[src/rtl/ipr_pkg.sv]
// Constants shared by the interrupt priority register bank
package ipr_pkg;

  // Register bus
  localparam int unsigned DATA_W = 16;
  localparam int unsigned ADDR_W = 3;
  localparam logic [DATA_W-1:0] READ_IDLE = 16'h0000;

  // Register indices on the register port
  localparam int unsigned REG_CCP3 = 0;
  localparam int unsigned REG_SER2 = 1;
  localparam int unsigned REG_CCP5 = 2;
  localparam int unsigned REG_SYNC2 = 3;
  localparam int unsigned REG_CAL = 4;
  localparam int unsigned REG_SERERR = 5;
  localparam int unsigned NUM_REGS = 6;

  // Priority field width and codes
  localparam int unsigned PRIO_W = 3;
  localparam logic [PRIO_W-1:0] PRIO_OFF = 3'h0;
  localparam logic [PRIO_W-1:0] PRIO_LOW = 3'h1;
  localparam logic [PRIO_W-1:0] PRIO_TOP = 3'h7;
  localparam logic [PRIO_W-1:0] PRIO_RESET = 3'h4;

  // Field positions inside a register
  localparam int unsigned LSB_HIGH = 12;
  localparam int unsigned LSB_MID = 8;
  localparam int unsigned LSB_LOW = 4;
  localparam int unsigned LSB_BASE = 0;

  // Source numbering
  localparam int unsigned NUM_SRC = 11;
  localparam int unsigned SRC_W = 4;
  localparam int unsigned SRC_CCP3_TIMER = 0;
  localparam int unsigned SRC_SERIAL2_TX = 1;
  localparam int unsigned SRC_SERIAL2_RX = 2;
  localparam int unsigned SRC_EXT_IRQ2 = 3;
  localparam int unsigned SRC_CCP4_TIMER = 4;
  localparam int unsigned SRC_CCP5_TIMER = 5;
  localparam int unsigned SRC_SYNC2_COLLISION = 6;
  localparam int unsigned SRC_SYNC2_EVENT = 7;
  localparam int unsigned SRC_CALENDAR = 8;
  localparam int unsigned SRC_SERIAL2_ERROR = 9;
  localparam int unsigned SRC_SERIAL1_ERROR = 10;

  // Register holding each source, by source number
  localparam int unsigned SRC_REG [NUM_SRC] = '{
    REG_CCP3, REG_SER2, REG_SER2, REG_SER2, REG_SER2, REG_CCP5,
    REG_SYNC2, REG_SYNC2, REG_CAL, REG_SERERR, REG_SERERR};

  // Field lsb of each source, by source number
  localparam int unsigned SRC_LSB [NUM_SRC] = '{
    LSB_HIGH, LSB_HIGH, LSB_MID, LSB_LOW, LSB_BASE, LSB_LOW,
    LSB_MID, LSB_LOW, LSB_MID, LSB_MID, LSB_LOW};

endpackage

[src/rtl/ipr_arbiter.sv]
// Picks the highest-priority pending enabled source
`timescale 1ns/1ps
module ipr_arbiter #(
  parameter int unsigned NUM_SRC = ipr_pkg::NUM_SRC,
  parameter int unsigned SRC_W = ipr_pkg::SRC_W
) (
  // Clock and reset
  input wire logic clk,
  input wire logic reset,
  // Sources
  input wire logic [NUM_SRC-1:0] pending,
  input wire logic [NUM_SRC-1:0][ipr_pkg::PRIO_W-1:0] prio,
  // Winner
  output logic req_q,
  output logic [ipr_pkg::PRIO_W-1:0] level_q,
  output logic [SRC_W-1:0] source_q
);

  typedef struct packed {
    logic req;
    logic [ipr_pkg::PRIO_W-1:0] level;
    logic [SRC_W-1:0] source;
  } ipr_arb_s;

  ipr_arb_s cur_q;
  ipr_arb_s nxt_d;

  // Strictly greater wins, so ties go to the lower source number
  always_comb begin
    nxt_d = '0;
    for (int i = 0; i < NUM_SRC; i++) begin
      if (pending[i] && prio[i] != ipr_pkg::PRIO_OFF && prio[i] > nxt_d.level) begin
        nxt_d.req = 1'b1;
        nxt_d.level = prio[i];
        nxt_d.source = SRC_W'(i);
      end
    end
  end

  always_ff @(posedge clk or posedge reset) begin
    if (reset) begin
      cur_q <= '0;
    end else begin
      cur_q <= nxt_d;
    end
  end

  assign req_q = cur_q.req;
  assign level_q = cur_q.level;
  assign source_q = cur_q.source;

endmodule // ipr_arbiter

[src/rtl/ipr_regs.sv]
// Interrupt priority register bank with source arbitration
// What this block does
// - Field code 111 means priority level 7, the highest.
// - Field code 000 disables the source; it never requests service.
// - Field code 001 means priority level 1, lowest active level.
// - Unimplemented bits read zero and ignore writes.
// - Each field resets to top bit one, lower bits zero: level 4.
// - Every implemented field bit is readable and writable by software.
// - Timer 3 register: priority in bits 14:12, rest unimplemented.
// - Serial port 2 register: transmit bits 14:12, receive bits 10:8.
// - Same register: external irq 2 bits 6:4, timer 4 bits 2:0.
// - Timer 5 register: priority in bits 6:4, rest unimplemented.
// - Sync serial 2 register: collision bits 10:8, event bits 6:4.
// - Calendar register: priority in bits 10:8, rest read zero.
// - Error register: port 2 error bits 10:8, port 1 bits 6:4.
// - After any reset every source sits at priority level 4.
//
// Design decisions made here: the placing of the registers and the strobed register port.
`timescale 1ns/1ps
module ipr_regs #(
  parameter int unsigned ADDR_W = ipr_pkg::ADDR_W
) (
  // Clock and reset
  input wire logic CLK_SYS,
  input wire logic RESET,
  // Register port
  input wire logic [ADDR_W-1:0] REG_ADDR,
  input wire logic [ipr_pkg::DATA_W-1:0] REG_WDATA,
  input wire logic REG_WR,
  input wire logic REG_RD,
  output logic [ipr_pkg::DATA_W-1:0] REG_RDATA,
  // Pending sources
  input wire logic [ipr_pkg::NUM_SRC-1:0] SRC_PENDING,
  // Field values
  output logic [ipr_pkg::PRIO_W-1:0] CCP3_TIMER_PRIO,
  output logic [ipr_pkg::PRIO_W-1:0] SERIAL2_TX_PRIO,
  output logic [ipr_pkg::PRIO_W-1:0] SERIAL2_RX_PRIO,
  output logic [ipr_pkg::PRIO_W-1:0] EXT_IRQ2_PRIO,
  output logic [ipr_pkg::PRIO_W-1:0] CCP4_TIMER_PRIO,
  output logic [ipr_pkg::PRIO_W-1:0] CCP5_TIMER_PRIO,
  output logic [ipr_pkg::PRIO_W-1:0] SYNC2_COLLISION_PRIO,
  output logic [ipr_pkg::PRIO_W-1:0] SYNC2_EVENT_PRIO,
  output logic [ipr_pkg::PRIO_W-1:0] CALENDAR_PRIO,
  output logic [ipr_pkg::PRIO_W-1:0] SERIAL2_ERROR_PRIO,
  output logic [ipr_pkg::PRIO_W-1:0] SERIAL1_ERROR_PRIO,
  // Source enabled flags
  output logic [ipr_pkg::NUM_SRC-1:0] SRC_ENABLED,
  // Arbitration result
  output logic IRQ_REQUEST,
  output logic [ipr_pkg::PRIO_W-1:0] IRQ_LEVEL,
  output logic [ipr_pkg::SRC_W-1:0] IRQ_SOURCE
);

  typedef logic [ipr_pkg::NUM_SRC-1:0][ipr_pkg::PRIO_W-1:0] ipr_prio_t;

  typedef struct packed {
    ipr_prio_t prio;
    logic [ipr_pkg::NUM_SRC-1:0] enabled;
    logic [ipr_pkg::DATA_W-1:0] rdata;
  } ipr_regs_s;

  ipr_regs_s cur_q;
  ipr_regs_s nxt_d;

  // Address decode for one register index
  function automatic logic addr_hit(input logic [ADDR_W-1:0] addr, input int unsigned idx);
    return addr == ADDR_W'(idx);
  endfunction

  // Assembles a register word; bits with no field stay zero
  function automatic logic [ipr_pkg::DATA_W-1:0] read_word(input logic [ADDR_W-1:0] addr,
                                                            input ipr_prio_t prio);
    logic [ipr_pkg::DATA_W-1:0] w;
    w = ipr_pkg::READ_IDLE;
    for (int i = 0; i < ipr_pkg::NUM_SRC; i++) begin
      if (addr_hit(addr, ipr_pkg::SRC_REG[i])) begin
        w[ipr_pkg::SRC_LSB[i] +: ipr_pkg::PRIO_W] = prio[i];
      end
    end
    return w;
  endfunction

  // Field writes, enable flags and read data
  always_comb begin
    nxt_d = cur_q;
    for (int i = 0; i < ipr_pkg::NUM_SRC; i++) begin
      // Only the field bits are taken; other write bits are dropped
      if (REG_WR && addr_hit(REG_ADDR, ipr_pkg::SRC_REG[i])) begin
        nxt_d.prio[i] = REG_WDATA[ipr_pkg::SRC_LSB[i] +: ipr_pkg::PRIO_W];
      end
      nxt_d.enabled[i] = nxt_d.prio[i] != ipr_pkg::PRIO_OFF;
    end
    // Read data stand one cycle, zero otherwise and for unmapped indices
    nxt_d.rdata = REG_RD ? read_word(REG_ADDR, cur_q.prio) : ipr_pkg::READ_IDLE;
  end

  always_ff @(posedge CLK_SYS or posedge RESET) begin
    if (RESET) begin
      cur_q.prio <= {ipr_pkg::NUM_SRC{ipr_pkg::PRIO_RESET}};
      cur_q.enabled <= {ipr_pkg::NUM_SRC{1'b1}};
      cur_q.rdata <= ipr_pkg::READ_IDLE;
    end else begin
      cur_q <= nxt_d;
    end
  end

  // Arbitration over the stored fields
  ipr_arbiter #(
    .NUM_SRC(ipr_pkg::NUM_SRC),
    .SRC_W(ipr_pkg::SRC_W)
  ) u_arbiter (
    .clk(CLK_SYS),
    .reset(RESET),
    .pending(SRC_PENDING),
    .prio(cur_q.prio),
    .req_q(IRQ_REQUEST),
    .level_q(IRQ_LEVEL),
    .source_q(IRQ_SOURCE)
  );

  // Register outputs
  assign REG_RDATA = cur_q.rdata;
  assign SRC_ENABLED = cur_q.enabled;
  assign CCP3_TIMER_PRIO = cur_q.prio[ipr_pkg::SRC_CCP3_TIMER];
  assign SERIAL2_TX_PRIO = cur_q.prio[ipr_pkg::SRC_SERIAL2_TX];
  assign SERIAL2_RX_PRIO = cur_q.prio[ipr_pkg::SRC_SERIAL2_RX];
  assign EXT_IRQ2_PRIO = cur_q.prio[ipr_pkg::SRC_EXT_IRQ2];
  assign CCP4_TIMER_PRIO = cur_q.prio[ipr_pkg::SRC_CCP4_TIMER];
  assign CCP5_TIMER_PRIO = cur_q.prio[ipr_pkg::SRC_CCP5_TIMER];
  assign SYNC2_COLLISION_PRIO = cur_q.prio[ipr_pkg::SRC_SYNC2_COLLISION];
  assign SYNC2_EVENT_PRIO = cur_q.prio[ipr_pkg::SRC_SYNC2_EVENT];
  assign CALENDAR_PRIO = cur_q.prio[ipr_pkg::SRC_CALENDAR];
  assign SERIAL2_ERROR_PRIO = cur_q.prio[ipr_pkg::SRC_SERIAL2_ERROR];
  assign SERIAL1_ERROR_PRIO = cur_q.prio[ipr_pkg::SRC_SERIAL1_ERROR];

endmodule // ipr_regs

[config.mk]
export PLATFORM = sky130hd
export DESIGN_NAME = ipr_regs
export DESIGN_NICKNAME = d
export VERILOG_FILES = /design/src/rtl/ipr_pkg.sv /design/src/rtl/ipr_arbiter.sv /design/src/rtl/ipr_regs.sv
export SDC_FILE = /design/constraint.sdc
export NUM_CORES = 1
export LEC_CHECK = 0
export ABC_AREA = 0
export BUFFER_PORTS_ARGS = -buffer_cell sky130_fd_sc_hd__clkbuf_2
export CORE_ASPECT_RATIO = 1.5
export CORE_UTILIZATION = 49
export DETAILED_ROUTE_END_ITERATION = 6
export GPL_TIMING_DRIVEN = 0
export PLACE_DENSITY_LB_ADDON = 0.15
export SYNTH_ARGS = -nofsm -noshare
export SYNTH_HDL_FRONTEND = slang
export SYNTH_HIERARCHICAL = 1
export SYNTH_SLANG_ARGS = --single-unit
[constraint.sdc]
create_clock -name CLK_SYS -period 13.3 [get_ports CLK_SYS]
set_clock_uncertainty 0.05 [all_clocks]
set_input_delay 0 -clock CLK_SYS [delete_from_list [all_inputs] [get_ports CLK_SYS]]
set_output_delay 0 -clock CLK_SYS [all_outputs]
set_load 0.05 [all_outputs]
# --- Yosys cells after proc, flatten, opt, wreduce, memory -nomap -nowiden ---
# Index checks and enable logic that the tools add are counted.
classes:
  addsub: 0
  n_mul: 0
  div_mod_pow: 0
  magnitude_cmp: 11
  eq_ne: 5
  shift: 0
  muxes: 34
  bitwise_logic: 0
  reduce_logical: 51
op_table:
  columns: ["operator", "count"]
  rows:
  - ["$mux W8", 11]
  - ["$mux W3", 22]
  - ["$reduce_bool A3 Y1", 22]
  - ["$gt A3 B3 Y1", 10]
  - ["$logic_and A1 B1 Y1", 28]
  - ["$mux W15", 1]
  - ["$eq A3 B2 Y1 const B", 2]
  - ["$eq A3 B3 Y1 const B", 2]
  - ["$eq A3 B1 Y1 const B", 1]
  - ["$gt A3 B1 Y1 const B", 1]
  - ["$logic_not A3 Y1", 1]
totals:
  ff_bits: 67
  latchBits: 0
  ram_bits: 0
  mem_bits_ro: 0
  inputBits: 34
  out_inout_bits: 68
  elab_cells: 117
  n_memories: 0

# --- Longest topological paths before layout ---
logic_depth:
  ltp_word: 34
  depth_mapped: 67
  ltp_nobuf: 67

# --- Cells and area by module ---
# The synthesis kept the hierarchy.
modules_own_cells:
  columns: ["mod", "instances", "cells_each", "area_each_um2", "seq_area_each_um2"]
  rows:
  - ["ipr_regs", 1, 180, 2471.1, 1428.9]
  - ["ipr_arbiter", 1, 217, 1700.4, 200.2]

# --- Worst setup path after synthesis ---
# Ideal clock, no wire load.
synth_timing:
  path_type: "register -> register"
  from: "register, netlist name CCP3_TIMER_PRIO[2]"
  to: "register u_arbiter.cur_q (netlist bit u_arbiter/req_q)"
  t_arrival_ns: 13.366
  required_time_ns: 13.179
  path_slack_ns: -0.187
  path_stages_with_launch: 63
  synth_period_minus_slack_ns: 13.487
  path_cell_list: "dfstp_2 > nand2_1 > ha_1 > and3b_2 > o211ai_4 > o21ai_0 > o21ai_0 > ha_1 > nor2_1 > nand2_1 > a31oi_1 > a32oi_1 > nor2_1 > mux2_2 > ha_1 > nor2_1 > a211o_1 > o311ai_1 > [... 27 more ...] > nor2_1 > and2_1 > maj3_1 > nand2_1 > nand2_1 > a2bb2oi_1 > ha_1 > nor2b_1 > o21ai_0 > inv_1 > o21ai_1 > mux2_2 > ha_1 > a21o_1 > a21oi_1 > a311oi_1 > or3_4 > nand4b_4"
synth_rtl:
  columns: ["element", "line_no", "rtl"]
  rows:
  - ["to (signal assigned)", "ipr_arbiter.sv:44", "cur_q <= nxt_d;"]
  - ["to (decl)", "ipr_arbiter.sv:25", "ipr_arb_s cur_q;"]

==> flow_summary.json <==
{
  "r2r_start": "CCP3_TIMER_PRIO[2]",
  "r2r_end": "u_arbiter/level_q[0]",
  "critPathSlowestCell": "dfstp_2",
  "async_flop_share": 1.00,
  "p_comb_frac": 0.589,
  "endpoint_kind": "flip-flop",
  "clock_path_buffers": 2,
  "drt-total-wl_um": 12300,
  "slew_violations": 0,
  "diodes": 0,
  "cts_htree_levels": 3,
  "pre_cts_slack_ns": -1.32,
  "outcome": "finished clean",
  "worst_pin_slew_ns": 0.518,
  "power.density_nw_per_um2": 230,
  "synth-seq-area-share": 0.391,
  "dr.pass1.iters": 4,
  "seqPwrFrac": 0.235,
  "cts_tree": "done",
  "cp-startpoint": "CCP3_TIMER_PRIO[2]",
  "final_nets": 602,
  "grt_pass1_wl_um": 18700,
  "first_iter_violations": 201,
  "fin_area_um2": 5780,
  "hp-class": "in2reg",
  "slew_headroom": 0.655,
  "die_h_um": 115,
  "first_global_vias": 3803,
  "antenna_found_initial": 0,
  "num_vias": 3889,
  "ys_ff_latch": 64,
  "power_switching_mw": 0.607,
  "drive_above_1_share": 0.506,
  "drt-wirelength-per-cell_um": 18.6,
  "overflow": 0,
  "syn_area_um2": 4170,
  "critPathRequiredTime_ns": 13.45,
  "initial_core_util": 0.515,
  "critPathCapture": "u_arbiter/level_q[0]",
  "grt_max_degree": 46,
  "finalSetupViolCount": 0,
  "cp-start-kind": "flip-flop",
  "path_clk_slew_ns": 0.05,
  "portBuffers": 91,
  "rrSetupSlack_ns": 0.29,
  "drc_errors": 0,
  "r2r_cells": 62,
  "syn_to_final_growth_pct": 38.6,
  "swShare": 0.456,
  "dpl_cell_area_um2": 4800,
  "dp_hpwl_um": 8400,
  "core_area_um2": 8110,
  "fin_crit_ns": 13.01,
  "finalCritPeriodShare": 0.978,
  "synth-edff-count": 0,
  "hold_violations": 0,
  "p_leak_nw": 2.67,
  "regArea_um2": 1630,
  "p_int_mw": 0.723,
  "routed_via_density": 5.87,
  "path_common_cell": "ha_1",
  "ir_worst_vdd_mv": 0.146,
  "placementRows": 40,
  "clk_latency_ns": 0.33,
  "yosysWarnings": 6,
  "netlist_instances": 397,
  "routabilityCongestion": 0.916,
  "critPathKind": "reg2reg",
  "grt_usage": 0.273,
  "synth_cell_type_count": 72,
  "fin_util": 0.713,
  "finalNonFillerCells": 662,
  "io_pins": 102,
  "fin_ws_ns": 0.288,
  "dpl.cell_count": 597,
  "numCtsBuffers": 9,
  "antenna_left": 0,
  "fp.dieW_um": 77.3,
  "fmax_ghz": 0.0769,
  "multiInputGateArea_um2": 2660,
  "slowest_delay_ns": 0.58,
  "cts-root-buf": "clkbuf_16",
  "worstPathMaxFanout": 8,
  "synth_top_flop_cell": "dfrtp_1",
  "clockPowerShare": 0.175,
  "drv_cap": 0,
  "avgSynthCellArea_um2": 10.5,
  "dieArea_um2": 8890,
  "fill_cells": 634,
  "cts.sinks": 64,
  "cp.arrival_ns": 13.16
}
flip-flops by register name (all words and copies together), names as in the netlist, 3 cells and up:
signal and cells:
SRC_ENABLED 11, SERIAL2_TX_PRIO 3, u_arbiter/source_q 4, CCP4_TIMER_PRIO 3, CCP5_TIMER_PRIO 3, CCP3_TIMER_PRIO 3
CALENDAR_PRIO 3, REG_RDATA 12, SERIAL2_RX_PRIO 3, EXT_IRQ2_PRIO 3, SYNC2_EVENT_PRIO 3, SERIAL2_ERROR_PRIO 3
SYNC2_COLLISION_PRIO 3, SERIAL1_ERROR_PRIO 3, u_arbiter/level_q 3
power by group through the flow:
stage | logic, mW | clock network [mW] | registers, mW
6_report | 0.784 | 0.233 | 0.313
4_1_cts | 0.628 | 0.236 | 0.311
3_5_place_dp | 0.572 | 0 | 0.315
2_1_floorplan | 0.308 | 0 | 0.446
3_3_place_gp | 0.557 | 0 | 0.314
5_1_grt | 0.831 | 0.246 | 0.320
worst max-delay path, delay by kind of cell, from the launching register on:
kind | cells | cell delay (ns)
buf+inv | 1 | 0.07
fa+ha+maj | 13 | 3.79
mux | 5 | 1.56
simple gates | 18 | 2.35
compound gates | 25 | 4.46
flops | 1 | 0.58
cell usage after synthesis (all sizes together), types with 3 or more instances:
cell type	instances	area (um2)
ha	16	200
nor2b	5	38.8
dfrtp	42	1050
dfstp	22	578
a21oi	20	111
o31a	4	35.0
o21ai	24	120
a21o	7	52.6
or3	3	23.8
a32oi	5	43.8
and2	9	56.3
nand2	23	88.8
nor3	12	70.1
nand2b	3	26.3
o31ai	10	93.8
a31oi	6	37.5
nand4b	3	71.3
and3	10	62.6
maj3	4	42.5
a22oi	3	22.5
inv	19	71.3
nor4	9	56.3
mux2	37	420
mux2i	8	80.1
o21a	4	30.0
a211oi	3	32.5
nor3b	3	22.5
nor2	29	109
buf	14	109
a221oi	3	50.1
worst min path at each step:
stage / startpoint / end / slack (ns) / depth (start not counted)
6_report: REG_ADDR[1] / REG_RDATA[9] / 0.003 / 4
5_1_grt: REG_ADDR[1] / REG_RDATA[10] / 0.03 / 4
3_5_place_dp: RESET / SYNC2_EVENT_PRIO[1] / -0.08 / 2
4_1_cts: REG_ADDR[1] / REG_RDATA[8] / 0.0008 / 4
2_1_floorplan: RESET / u_arbiter/level_q[0] / -0.23 / 1
3_3_place_gp: RESET / u_arbiter/level_q[0] / -0.10 / 2
cells in the final DEF (no fill, tap or decap), types with 4 or more instances in the layout:
cell type	instances
and3_1	10
o31ai_1	8
dlygate4sd3_1	14
ha_1	10
dfstp_2	22
inv_1	18
clkbuf_16	9
mux2i_1	7
mux2_2	33
mux2_4	4
o21ai_0	17
conb_1	4
nor3_1	10
o31a_1	4
o21a_1	4
nor2b_1	4
clkbuf_2	91
nand2_1	19
a31oi_1	4
buf_6	5
o21ai_1	4
dfrtp_1	40
a21oi_1	14
nor2_1	23
ha_4	4
a21o_1	7
nor2_2	5
nor4_1	9
a21oi_2	5
and2_1	9
a32oi_1	4
buf_4	40
layout make-up:
cell class              count  share of cell area
flip-flops and latches     64               0.282
clock inverters             5             0.00974
well taps                 105              0.0227
clock buffers              11              0.0420
repair buffers            141               0.153
plain buffers              14              0.0188
inverters                  19              0.0123
multi-input cells         303               0.460
layer usage:
metal	wire, um	GRT usage	up-vias
met5	0	0	-
met4	251	0.123	0
met3	495	0.0421	20
met2	6800	0.504	131
met1	4750	0.307	1922
li1	-	-	1816
what timing repair did:
| item | CTS | global route |
|---|---|---|
| hold endpoints to repair | 90 | 0 |
| hold buffers | 14 | 0 |
| setup endpoints to repair | 8 | 8 |
| setup buffers | 11 | 25 |
| pin swaps | 7 | 35 |
| gates resized for setup | 13 | 41 |
kinds of logic (layout without fill, tap and decap cells):
| kind of cell | Yosys count | in the layout | share of synthesized area |
|---|---|---|---|
| other | 1 | 4 | 0.000899 |
| and+or+nand+nor | 120 | 120 | 0.178 |
| buffers and inverters | 33 | 190 | 0.0432 |
| adders and majority gates | 20 | 20 | 0.0582 |
| AOI/OAI and AO/OA | 114 | 114 | 0.209 |
| DFF | 64 | 64 | 0.391 |
| muxes | 45 | 45 | 0.120 |
stage by stage:
| stage | hold slack [ns] | TNS [ns] | power (mW) |
|---|---|---|---|
| after global placement | -0.101 | -6.89 | 0.871 |
| after CTS | 0.000808 | 0 | 1.17 |
| after detailed placement | -0.0825 | -9.46 | 0.887 |
| after global routing | 0.0327 | -0.603 | 1.40 |
| after floorplan | -0.234 | 0 | 0.755 |
| final | 0.00327 | 0 | 1.33 |
Power figures use the tool's default switching activity.
